### config.mk
export PLATFORM = sky130hd
export DESIGN_NAME = smbtc_top
export DESIGN_NICKNAME = d
export VERILOG_FILES = /design/src/logic/smbtc_pkg.sv /design/src/logic/smbtc_serial_rx.sv /design/src/logic/smbtc_top.sv
export VERILOG_INCLUDE_DIRS = /design/src /design/src/logic
export SDC_FILE = /design/constraint.sdc
export NUM_CORES = 1
export LEC_CHECK = 0
export BUFFER_PORTS_ARGS = -buffer_cell sky130_fd_sc_hd__buf_4
export CAP_MARGIN = 25
export CORE_MARGIN = 10
export CORE_UTILIZATION = 53
export DETAILED_ROUTE_END_ITERATION = 6
export PLACE_DENSITY = 0.8
export SLEW_MARGIN = 30
export SYNTH_ARGS = -nofsm -noshare
export SYNTH_HDL_FRONTEND = slang
export SYNTH_HIERARCHICAL = 1
export SYNTH_SLANG_ARGS = --single-unit
### constraint.sdc
create_clock -name clk_i -period 3 [get_ports clk_i]
set_input_delay 0.3 -clock clk_i [delete_from_list [all_inputs] [get_ports clk_i]]
set_output_delay 0.3 -clock clk_i [all_outputs]
set_load 0.03 [all_outputs]
### src/logic/smbtc_defs.svh
`ifndef SMBTC_DEFS_SVH
`define SMBTC_DEFS_SVH

// register word indices; byte address is four times the index
`define SMBTC_IDX_PRIO 14'h1000
`define SMBTC_IDX_STAT 14'h1001
`define SMBTC_IDX_TEST 14'h103E

// priority_mode_register field positions
`define SMBTC_PRIO_MDA 0
`define SMBTC_PRIO_SPECIAL_MODE_FLAG 1

// status register field positions
`define SMBTC_STAT_ACTIVE 0
`define SMBTC_STAT_SLOW 1
`define SMBTC_STAT_BREAK 2
`define SMBTC_STAT_DONE 3
`define SMBTC_STAT_COUNT 16

`define SMBTC_TEST_RESET 8'h00

// serial bit period in E-clock cycles: E/16 and E/104
`define SMBTC_BAUD_DIV_FAST 7'h10
`define SMBTC_BAUD_DIV_SLOW 7'h68
`define SMBTC_SYNC_BYTE 8'hFF
`define SMBTC_IDLE_CHARS 6'h04
`define SMBTC_CHAR_BITS 6'h0A
`define SMBTC_IDLE_BITS (`SMBTC_IDLE_CHARS * `SMBTC_CHAR_BITS)
`define SMBTC_JUMP_ADDR 16'h0000

// vector addressing
`define SMBTC_VEC_BOOT_BASE 16'h00B5
`define SMBTC_VEC_BOOT_RESET 16'hBF40
`define SMBTC_VEC_TEST_TOP 16'hBFFE
`define SMBTC_VEC_NORM_TOP 16'hFFFE
`define SMBTC_VEC_RESET_SEL 5'h19

`define SMBTC_RAM_AW 9

`endif

### src/logic/smbtc_pkg.sv
`include "smbtc_defs.svh"

package smbtc_pkg;

  typedef enum logic [1:0] {LD_OFF, LD_FIRST, LD_LOAD, LD_DONE} smbtc_ld_e;
  typedef enum logic [1:0] {RX_IDLE, RX_START, RX_DATA, RX_STOP} smbtc_rx_e;

  typedef struct packed {
    logic illegal_opcode_test;
    logic pwm_scaled_clock_test;
    logic flags_to_timer_port;
    logic timer1_chain_bypass;
    logic fault_reset_disable;
    logic force_clock_monitor_fail;
    logic force_watchdog_fail;
    logic timer2_chain_bypass;
  } smbtc_test_s;

  typedef struct packed {
    logic h;
    logic n;
    logic z;
    logic v;
    logic c;
  } smbtc_ccr_s;

  typedef struct packed {
    logic cyc;
    logic stb;
    logic we;
    logic [15:0] adr;
    logic [3:0] sel;
    logic [31:0] dat;
  } smbtc_wb_req_s;

  typedef struct packed {
    smbtc_rx_e st;
    logic [6:0] cnt;
    logic [2:0] bits;
    logic [7:0] sh;
    logic valid;
    logic [7:0] data;
    logic idle;
  } smbtc_rx_s;

  typedef struct packed {
    logic special_mode_flag;
    logic mode_a_select_flag;
    smbtc_test_s test;
    smbtc_ld_e ld;
    logic slow;
    logic brk;
    logic [`SMBTC_RAM_AW:0] cnt;
    logic [5:0] idle_bits;
    logic ram_we;
    logic [`SMBTC_RAM_AW-1:0] ram_addr;
    logic [7:0] ram_wdata;
    logic jump;
    logic [9:0] tx_sh;
    logic [3:0] tx_bits;
    logic [6:0] tx_div;
    logic txd;
    logic ack;
    logic [31:0] dat;
    logic [15:0] vec;
    logic [7:0] tport;
    logic [7:0] pwm_rd;
    logic pwm_clk;
  } smbtc_state_s;

endpackage

### src/logic/smbtc_serial_rx.sv
`timescale 1ns/1ps
`include "smbtc_defs.svh"

module smbtc_serial_rx
  import smbtc_pkg::*;
(
  input wire logic clk_i,
  input wire logic rst_i,
  input wire logic [6:0] div_i,
  input wire logic rxd_i,
  output logic byte_valid_o,
  output logic [7:0] byte_o,
  output logic idle_tick_o
);

  smbtc_rx_s q;
  smbtc_rx_s d;
  logic [6:0] last;
  logic [6:0] half;

  always_comb begin
    d = q;
    d.valid = 1'b0;
    d.idle = 1'b0;
    last = div_i - 7'h01;
    half = {1'b0, div_i[6:1]} - 7'h01;
    d.cnt = q.cnt + 7'h01;
    case (q.st)
      RX_IDLE: begin
        // one idle tick per bit time of high line
        if (!rxd_i) begin
          d.st = RX_START;
          d.cnt = 7'h00;
        end else if (q.cnt == last) begin
          d.idle = 1'b1;
          d.cnt = 7'h00;
        end
      end
      RX_START: begin
        // mid start bit: a glitch that has gone high is dropped
        if (q.cnt == half) begin
          d.cnt = 7'h00;
          d.bits = 3'h0;
          d.st = rxd_i ? RX_IDLE : RX_DATA;
        end
      end
      RX_DATA: begin
        if (q.cnt == last) begin
          d.cnt = 7'h00;
          d.sh = {rxd_i, q.sh[7:1]};
          d.bits = q.bits + 3'h1;
          if (q.bits == 3'h7) begin
            d.st = RX_STOP;
          end
        end
      end
      RX_STOP: begin
        // a low stop bit is a framing error and the byte is dropped
        if (q.cnt == last) begin
          d.cnt = 7'h00;
          d.valid = rxd_i;
          d.data = q.sh;
          d.st = RX_IDLE;
        end
      end
      default: begin
        d.st = RX_IDLE;
      end
    endcase
    if (rst_i) begin
      d = '0;
      d.st = RX_IDLE;
    end
  end

  always_ff @(posedge clk_i) begin
    q <= d;
  end

  assign byte_valid_o = q.valid;
  assign byte_o = q.data;
  assign idle_tick_o = q.idle;

endmodule

### src/logic/smbtc_top.sv
`timescale 1ns/1ps
`include "smbtc_defs.svh"

module smbtc_top
  import smbtc_pkg::*;
#(
  parameter int RAM_DEPTH = 512
) (
  input wire logic clk_i,
  input wire logic rst_i,
  input wire logic wb_cyc_i,
  input wire logic wb_stb_i,
  input wire logic wb_we_i,
  input wire logic [15:0] wb_adr_i,
  input wire logic [3:0] wb_sel_i,
  input wire logic [31:0] wb_dat_i,
  output logic [31:0] wb_dat_o,
  output logic wb_ack_o,
  input wire logic mode_pin_a_i,
  input wire logic mode_pin_b_i,
  output logic special_mode_flag_o,
  output logic mode_a_select_flag_o,
  input wire logic serial_rxd_i,
  output logic serial_txd_o,
  output logic ram_we_o,
  output logic [`SMBTC_RAM_AW-1:0] ram_addr_o,
  output logic [7:0] ram_wdata_o,
  output logic loader_jump_o,
  output logic [15:0] loader_jump_addr_o,
  input wire logic [4:0] vector_sel_i,
  output logic [15:0] vector_addr_o,
  output logic vector_external_o,
  input wire logic insn_first_cycle_i,
  input wire logic illegal_opcode_i,
  output logic illegal_trap_o,
  output logic instruction_fetch_marker_o,
  output logic instruction_fetch_marker_oe_o,
  input wire logic pwm_scaled_clk_i,
  input wire logic [7:0] pwm_scaler_register_i,
  output logic pwm_scaled_clk_o,
  output logic [7:0] pwm_scaler_read_o,
  input wire smbtc_ccr_s ccr_i,
  input wire logic [7:0] timer_port_i,
  output logic [7:0] timer_port_o,
  input wire logic [1:0] prescale_tick_i,
  output logic [1:0] timer_tick_o,
  output logic [1:0] timer_split_o,
  input wire logic clock_monitor_enable_i,
  input wire logic watchdog_disable_i,
  input wire logic watchdog_timeout_i,
  input wire logic clock_fail_i,
  output logic watchdog_reset_o,
  output logic clock_monitor_reset_o
);

  smbtc_state_s q;
  smbtc_state_s d;
  smbtc_wb_req_s req;
  logic hit;
  logic boot_pins;
  logic [6:0] div;
  logic rx_valid;
  logic [7:0] rx_byte;
  logic rx_idle_tick;
  logic [1:0] bypass;
  logic [4:0] vec_gap;

  assign req = '{cyc: wb_cyc_i, stb: wb_stb_i, we: wb_we_i, adr: wb_adr_i,
                 sel: wb_sel_i, dat: wb_dat_i};
  assign hit = req.cyc & req.stb & ~q.ack;
  assign boot_pins = ~mode_pin_a_i & ~mode_pin_b_i;
  assign div = q.slow ? `SMBTC_BAUD_DIV_SLOW : `SMBTC_BAUD_DIV_FAST;
  assign vec_gap = `SMBTC_VEC_RESET_SEL - vector_sel_i;

  smbtc_serial_rx u_rx (
    .clk_i(clk_i),
    .rst_i(rst_i),
    .div_i(div),
    .rxd_i(serial_rxd_i),
    .byte_valid_o(rx_valid),
    .byte_o(rx_byte),
    .idle_tick_o(rx_idle_tick)
  );

  always_comb begin
    d = q;
    d.ack = 1'b0;
    d.ram_we = 1'b0;
    d.jump = 1'b0;

    // register bus: one wait state, unmapped reads zero, writes ignored
    if (hit) begin
      d.ack = 1'b1;
      d.dat = 32'h0000_0000;
      case (req.adr[15:2])
        `SMBTC_IDX_PRIO: begin
          d.dat[`SMBTC_PRIO_SPECIAL_MODE_FLAG] = q.special_mode_flag;
          d.dat[`SMBTC_PRIO_MDA] = q.mode_a_select_flag;
          if (req.we && req.sel[0]) begin
            // a one is only kept while the flag is still set
            d.special_mode_flag = q.special_mode_flag & req.dat[`SMBTC_PRIO_SPECIAL_MODE_FLAG];
            if (q.special_mode_flag) begin
              d.mode_a_select_flag = req.dat[`SMBTC_PRIO_MDA];
            end
            if (!d.special_mode_flag) begin
              d.test = `SMBTC_TEST_RESET;
            end
          end
        end
        `SMBTC_IDX_STAT: begin
          d.dat[`SMBTC_STAT_ACTIVE] = (q.ld == LD_FIRST) || (q.ld == LD_LOAD);
          d.dat[`SMBTC_STAT_SLOW] = q.slow;
          d.dat[`SMBTC_STAT_BREAK] = q.brk;
          d.dat[`SMBTC_STAT_DONE] = q.ld == LD_DONE;
          d.dat[`SMBTC_STAT_COUNT +: `SMBTC_RAM_AW + 1] = q.cnt;
        end
        `SMBTC_IDX_TEST: begin
          d.dat[7:0] = q.special_mode_flag ? q.test : 8'h00;
          if (req.we && req.sel[0] && q.special_mode_flag) begin
            d.test = req.dat[7:0];
          end
        end
        default: begin
          d.dat = 32'h0000_0000;
        end
      endcase
    end

    // echo transmitter shifting one bit per bit time
    if (q.tx_bits != 4'h0) begin
      if (q.tx_div == div - 7'h01) begin
        d.tx_div = 7'h00;
        d.tx_sh = {1'b1, q.tx_sh[9:1]};
        d.tx_bits = q.tx_bits - 4'h1;
      end else begin
        d.tx_div = q.tx_div + 7'h01;
      end
    end

    // bootstrap loader
    case (q.ld)
      LD_FIRST: begin
        if (rx_valid) begin
          d.brk = 1'b0;
          // anything but FF at E/16 means the host talks at E/104
          d.slow = rx_byte != `SMBTC_SYNC_BYTE;
          d.ld = LD_LOAD;
          d.idle_bits = 6'h00;
          // the first byte is consumed without echo
        end
      end
      LD_LOAD: begin
        if (rx_valid) begin
          d.idle_bits = 6'h00;
          if (q.cnt != RAM_DEPTH[`SMBTC_RAM_AW:0]) begin
            d.ram_we = 1'b1;
            d.ram_addr = q.cnt[`SMBTC_RAM_AW-1:0];
            d.ram_wdata = rx_byte;
            d.cnt = q.cnt + 1'b1;
          end
          if (q.tx_bits == 4'h0) begin
            d.tx_sh = {1'b1, rx_byte, 1'b0};
            d.tx_bits = 4'hA;
            d.tx_div = 7'h00;
          end
        end else if (rx_idle_tick) begin
          if (q.idle_bits == `SMBTC_IDLE_BITS - 6'h01) begin
            d.jump = 1'b1;
            d.ld = LD_DONE;
          end else begin
            d.idle_bits = q.idle_bits + 6'h01;
          end
        end
      end
      default: begin
        d.ld = q.ld;
      end
    endcase

    // held low as a break until the first byte arrives
    if (d.brk) begin
      d.txd = 1'b0;
    end else if (d.tx_bits != 4'h0) begin
      d.txd = d.tx_sh[0];
    end else begin
      d.txd = 1'b1;
    end

    // vector address for the selected source
    if (q.special_mode_flag && !q.mode_a_select_flag) begin
      if (vector_sel_i == `SMBTC_VEC_RESET_SEL) begin
        d.vec = `SMBTC_VEC_BOOT_RESET;
      end else begin
        d.vec = `SMBTC_VEC_BOOT_BASE + 16'(vector_sel_i) * 16'h0003;
      end
    end else if (q.special_mode_flag) begin
      d.vec = `SMBTC_VEC_TEST_TOP - {10'h000, vec_gap, 1'b0};
    end else begin
      d.vec = `SMBTC_VEC_NORM_TOP - {10'h000, vec_gap, 1'b0};
    end

    if (q.test.flags_to_timer_port) begin
      d.tport = {ccr_i.c, ccr_i.v, ccr_i.z, ccr_i.n, ccr_i.h,
                 timer_port_i[2:0]};
    end else begin
      d.tport = timer_port_i;
    end

    // scaled clock replaces bit 0 of the scaler read value
    d.pwm_clk = q.test.pwm_scaled_clock_test & pwm_scaled_clk_i;
    if (q.test.pwm_scaled_clock_test) begin
      d.pwm_rd = {pwm_scaler_register_i[7:1], pwm_scaled_clk_i};
    end else begin
      d.pwm_rd = pwm_scaler_register_i;
    end

    if (rst_i) begin
      d = '0;
      d.special_mode_flag = ~mode_pin_b_i;
      d.mode_a_select_flag = mode_pin_a_i;
      d.test = `SMBTC_TEST_RESET;
      d.test.fault_reset_disable = ~mode_pin_b_i;
      d.ld = boot_pins ? LD_FIRST : LD_OFF;
      d.slow = 1'b0;
      d.brk = boot_pins;
      d.txd = ~boot_pins;
    end
  end

  always_ff @(posedge clk_i) begin
    q <= d;
  end

  // timer chain bypass per free-running counter
  assign bypass = {q.test.timer2_chain_bypass, q.test.timer1_chain_bypass};
  for (genvar g = 0; g < 2; g++) begin : g_timer
    assign timer_tick_o[g] = bypass[g] | prescale_tick_i[g];
    assign timer_split_o[g] = bypass[g];
  end

  // fault resets; the disable bit wins over every source
  assign watchdog_reset_o = ~q.test.fault_reset_disable &
    ((q.test.force_watchdog_fail & ~watchdog_disable_i) |
     watchdog_timeout_i);
  assign clock_monitor_reset_o = ~q.test.fault_reset_disable &
    clock_monitor_enable_i &
    (q.test.force_clock_monitor_fail | clock_fail_i);

  assign illegal_trap_o = illegal_opcode_i &
    ~q.test.illegal_opcode_test;
  assign instruction_fetch_marker_o = 1'b0;
  assign instruction_fetch_marker_oe_o = ~rst_i & insn_first_cycle_i &
    ~(q.test.illegal_opcode_test & illegal_opcode_i);

  assign wb_dat_o = q.dat;
  assign wb_ack_o = q.ack;
  assign special_mode_flag_o = q.special_mode_flag;
  assign mode_a_select_flag_o = q.mode_a_select_flag;
  assign serial_txd_o = q.txd;
  assign ram_we_o = q.ram_we;
  assign ram_addr_o = q.ram_addr;
  assign ram_wdata_o = q.ram_wdata;
  assign loader_jump_o = q.jump;
  assign loader_jump_addr_o = `SMBTC_JUMP_ADDR;
  assign vector_addr_o = q.vec;
  assign vector_external_o = q.special_mode_flag & q.mode_a_select_flag;
  assign pwm_scaled_clk_o = q.pwm_clk;
  assign pwm_scaler_read_o = q.pwm_rd;
  assign timer_port_o = q.tport;

endmodule

# Word-level counts from Yosys, hierarchy flattened
# Index checks and enable logic that the tools add are counted.
dict set report totals {
  reg_bits 153
  output_inout_bits 114
  word_cells 211
  inputBits 95
}
dict set report op_classes {
  muxes 59
  n_reduce_logical 34
  n_addsub 12
  bitwise 34
  n_mul 1
  eq_ne 35
}
# operator n
set ops {}
lappend ops {{$mux W137} 1}
lappend ops {{$mux W21} 3}
lappend ops {{$mux W10} 6}
lappend ops {{$mux W16} 3}
lappend ops {{$eq A14 B13 Y1 const B} 3}
lappend ops {{$mux W40} 1}
lappend ops {{$mux W18} 2}
lappend ops {{$pmux W9 S4} 1}
lappend ops {{$mux W33} 1}
lappend ops {{$mux W8} 4}
lappend ops {{$mux W7} 4}
lappend ops {{$mux W6} 4}
lappend ops {{$eq A7 B7 Y1} 3}
lappend ops {{$mux W20} 1}
lappend ops {{$reduce_and A5 Y1} 4}
lappend ops {{$mux W2} 8}
lappend ops {{$not A1 Y1} 16}
lappend ops {{$pmux W8 S2} 1}
lappend ops {{$sub A16 B6 Y16 const A} 1}
lappend ops {{$add A7 B1 Y7 const B} 2}
lappend ops {{$and A1 B1 Y1} 14}
lappend ops {{$mux W14} 1}
lappend ops {{$reduce_bool A2 Y1} 7}
lappend ops {{$mux W12} 1}
lappend ops {{42 further kinds} 83}

# Logic depth before layout (Yosys ltp)
dict set report depth {
  depth_word 12
  depth_mapped 9
  ltp_nobuf 9
}

# By module
# Netlist, hierarchy kept.
# mod seq_area_each_um2 n_inst area_each_um2 cells_per_inst
set by_module_without_submodules {}
lappend by_module_without_submodules {smbtc_top 2412.3 1 5964.5 650}
lappend by_module_without_submodules {smbtc_serial_rx 600.6 1 1926.8 218}

# Worst setup path after synthesis
# Ideal clock, no wire load.
dict set report synth_path {
  kind {reg-to-reg}
  startpoint {register q[124] (netlist bit)}
  endpoint {register u_rx/q[21] (netlist bit)}
  synth_period_minus_slack_ns 2.304
  slack_ns 0.696
  t_arrival_ns 2.170
  path_buffers 0
  setup_ns 0.134
  path_stages_with_launch 7
  cell_sequence {dfxtp_1 > inv_1 > nor3b_2 > mux2_4 > o211a_4 > o31ai_4 > a211oi_1}
}
dict set report synth_via {
  elab_chain_cells 6
  elab_cells_between_ends 11
  classes_between {add/sub (2); eq/ne (2); mux (7)}
}
# item line
set synth_rtl {}
lappend synth_rtl {{from (decl)} smbtc_top.sv:56} ;# smbtc_state_s q;
lappend synth_rtl {{from (signal assigned)} smbtc_top.sv:231} ;# q <= d;
lappend synth_rtl {{$mux W7 (no line) (*)} --}
lappend synth_rtl {{net div[4]} smbtc_top.sv:61} ;# logic [6:0] div;
lappend synth_rtl {{$sub A7 B1 Y7} smbtc_serial_rx.sv:25} ;# last = div_i - 7'h01;
lappend synth_rtl {{$eq A7 B7 Y1} {smbtc_serial_rx.sv:34, smbtc_serial_rx.sv:48, smbtc_serial_rx.sv:59}}
lappend synth_rtl {{$mux W7} smbtc_serial_rx.sv:34} ;# end else if (q.cnt == last) begin
lappend synth_rtl {{$mux W7} smbtc_serial_rx.sv:31} ;# if (!rxd_i) begin
lappend synth_rtl {{$pmux W9 S4 (*)} smbtc_serial_rx.sv:28} ;# case (q.st)
lappend synth_rtl {{to (signal assigned)} smbtc_serial_rx.sv:77} ;# q <= d;
lappend synth_rtl {{to (decl)} smbtc_serial_rx.sv:16} ;# smbtc_rx_s q;
# Mark *: on every way through the listed nets, which the timed path passes. The rest lies on a longest branch. The select of a mux whose other input is x is not followed.
# A chain may end at the register's enable or synchronous reset.

# Worst setup path in the final report
dict set report layout_path {
  startpoint {register q[124] (netlist bit)}
  endpoint {register u_rx/q[25] (netlist bit)}
}
# Same word-level chain as after synthesis.

==> impl_metrics.toml <==
[outcome]
outcome = "finished clean"

[power_and_ir_drop]
power_density_nw_per_um2 = 503
vdd_drop_max_mv = 0.445
p_leak_uw = 0.00373

[worst_setup_path]
cp.required_ps = 3340
critPathSlowestCell = "o211ai_2"
critical_path_class = "reg -> reg"
critPathMaxStageDelay_ps = 760
r2r_start = "q[124]$_SDFFE_PP0P_"
cp-endpoint = "u_rx/q[25]$_SDFF_PP0_"
r2r_slack_ps = 530
cp_max_fo = 20
worst-r2r-cell-count = 6
start_kind = "flop"
cp-startpoint = "q[124]$_SDFFE_PP0P_"
arrival_ps = 2810
crit_chain = "inv_1 > nor4_4 > a21oi_1 > o211ai_2 > o21ai_2 > a211oi_1"
r2r-end = "u_rx/q[25]$_SDFF_PP0_"
worst_setup_path_end_kind = "flop"

[floorplanning]
start_util_pct = 54.1
core_um2 = 14600
die_w_um = 142
dieArea_um2 = 20200
io_pins = 209
rows = 44
die_h_um = 142

[timing]
fmax_ghz = 0.405
slew_viol_final = 0
rsz0062_at_grt = "no"
relSlewSlack_pct = 38.6
setup_viol = 0
tns_ps = 0
final.min_clock_period_ps = 2470
finalCritPeriodShare_pct = 82.4
fin_skew_ps = 7.59
setup_slack_ps = 528
holdWs_ps = 84.8
tightest_slew_ps = 918
hold_violations = 0

[final_layout]
drive_gt1_share_pct = 23.5
n_antenna_cell = 0
syn2layout_area_growth_pct = 14.3
nNetsFinal = 1062

[routing]
vias = 6162
first_pass_iters = 5
wl_per_cell_um = 16.7
drt_iter0_drc = 289
drc_errors = 0
finalWirelength_um = 18900
viasPerCell = 5.42
postRouteAntennaNets = 0

[cts]
cts.sinks = 148
cts_root_buf = "clkbuf_16"
clk_pin_slew_worst_paths_ps = 60
htree_levels = 4
insertion_delay_ps = 430
cts_tree = "built"
post_cts_buffers = 0
ctsHoldBuffers = 0
clockBufferDepth = 2
numCtsBuffers = 17
cts_resized = 0

[yosys]
synth_top_flop_cell = "dfxtp_1"
synth_area_per_cell_um2 = 9.09
async_reset_ff_share_pct = 0
synth_edf_count = 5
synthDistinctLibCells = 80
ys_seq_area_share_pct = 38.2
syn_area_um2 = 7890
postSynthCellCount = 868
netlist.area_leader.share_pct = 36.3
synth_top_area_cell = "dfxtp_1"
synth_area_leaders = "dfxtp_1 (36%), buf_4 (11%), mux2i_1 (4.1%)"
synth-seq-cells = 148
ys_warn_count = 6

[placement]
place_ws_ps = 595
port_buffers = 148
dp_hpwl_um = 14000
place_congestion = 0.867

[grt]
track_usage_pct = 18.1
grt_pass1_vias = 6024
grt-ovfl-total = 0
antenna_found_initial = 0
grt_max_degree = 99
grt_pass1_wl_um = 30300

[worst_hold_path]
min_path_type = "in -> reg"

[flow_run]
cap_violations = 0
-- power by group --
| group | switching, µW | internal [µW] | leakage [µW] |
|---|---|---|---|
| Combinational | 298 | 178 | 0.00224 |
| Clock | 925 | 1100 | 0.000279 |
| Sequential | 22.9 | 2010 | 0.00121 |
-- flip-flops by register name, indices dropped and copies added (netlist names), 2 cells and up --
signal / count
timer_split_o: 2
ram_addr_o: 9
timer_port_o: 8
vector_addr_o: 11
u_rx/q: 20
pwm_scaler_read_o: 8
wb_dat_o: 18
q: 47
u_rx/byte_o: 8
ram_wdata_o: 8
-- cells by family after synthesis --
| kind of cell | Yosys count | synth area share (%) |
|---|---|---|
| simple gates | 286 | 19.4 |
| buf+inv | 179 | 14.3 |
| compound gates | 153 | 14.6 |
| flops | 148 | 38.2 |
| xor+xnor | 40 | 4.61 |
| mux | 34 | 4.39 |
| fa+ha+maj | 27 | 4.47 |
| other cells | 1 | 0.0475 |
-- cell usage after synthesis (16+ instances only) --
| library cell | n |
|---|---|
| dfxtp_1 | 143 |
| buf_4 | 114 |
| nor2_1 | 79 |
| nand2_1 | 58 |
| a21oi_1 | 42 |
| mux2i_1 | 32 |
| inv_1 | 29 |
| nand4_1 | 27 |
| ha_1 | 25 |
| xor2_1 | 22 |
| nand3_1 | 20 |
| o31ai_1 | 20 |
| clkbuf_1 | 19 |
| nor2b_1 | 19 |
| xnor2_1 | 17 |
| a22o_1 | 16 |
-- how the worst min path moves through the flow --
stage	cells past startpoint	from	slack, ps	endpoint
detailed placement	2	u_rx/q[20]$_SDFFE_PP0P_	460	u_rx/q[20]$_SDFFE_PP0P_
finish	2	pwm_scaler_register_i[2]	80	pwm_scaler_read_o[2]$_SDFF_PP0_
floorplan	1	vector_sel_i[0]	380	vector_addr_o[0]$_SDFF_PP0_
global route	2	timer_port_i[0]	70	timer_port_o[0]$_SDFF_PP0_
CTS	2	pwm_scaler_register_i[2]	70	pwm_scaler_read_o[2]$_SDFF_PP0_
global placement	2	u_rx/q[10]$_SDFFE_PP0P_	450	u_rx/q[10]$_SDFFE_PP0P_
-- cell type report --
type / instances / area, µm²
clock buffers: 17 / 425
clock inverters: 15 / 139
fillers: 1251 / 5570
inverters: 30 / 113
multi-input cells: 586 / 3920
flip-flops and latches: 148 / 3010
well taps: 184 / 230
repair buffers: 157 / 1180
-- worst max-delay path: cells and delay by family, from the launching register on --
kind | cells | cell delay (ps)
flops | 1 | 450
simple gates | 1 | 310
compound gates | 4 | 1420
buf+inv | 1 | 200
-- cell usage in the layout, fill, tap and decap left out, types with 8 or more instances in the layout --
| master | n |
|---|---|
| nand4_1 | 27 |
| o31ai_1 | 20 |
| and3_1 | 11 |
| nor3_1 | 15 |
| nand3_1 | 20 |
| clkbuf_16 | 17 |
| nand2_1 | 58 |
| xor2_1 | 22 |
| a311oi_2 | 8 |
| a211oi_1 | 10 |
| ha_1 | 25 |
| a22o_1 | 16 |
| xnor2_1 | 17 |
| nor2_1 | 79 |
| nand2b_1 | 10 |
| nor2b_1 | 19 |
| a21oi_1 | 42 |
| mux2i_1 | 32 |
| buf_4 | 156 |
| dfxtp_1 | 143 |
| inv_1 | 29 |
| o21ai_0 | 12 |
| conb_1 | 46 |
-- stage by stage --
step	util, %	area [µm²]	cells	total power (µW)
final	61.8	9020	1137	4540
after global routing	61.8	9020	1137	4690
after CTS	61.8	9010	1137	4560
after detailed placement	57.9	8450	1105	2550
after global placement	57.9	8450	1105	2540
after floorplan	-	8060	913	2440
-- metal layers --
layer | global-route usage [%] | vias up | part of all wire, %
met2 | 31.1 | 206 | 49
met5 | 0 | - | 0
met4 | 5.22 | 0 | 1.0
li1 | - | 3034 | -
met3 | 5.31 | 15 | 7.0
met1 | 21.4 | 2907 | 43
Note: power is estimated with default switching activity, not from simulation.
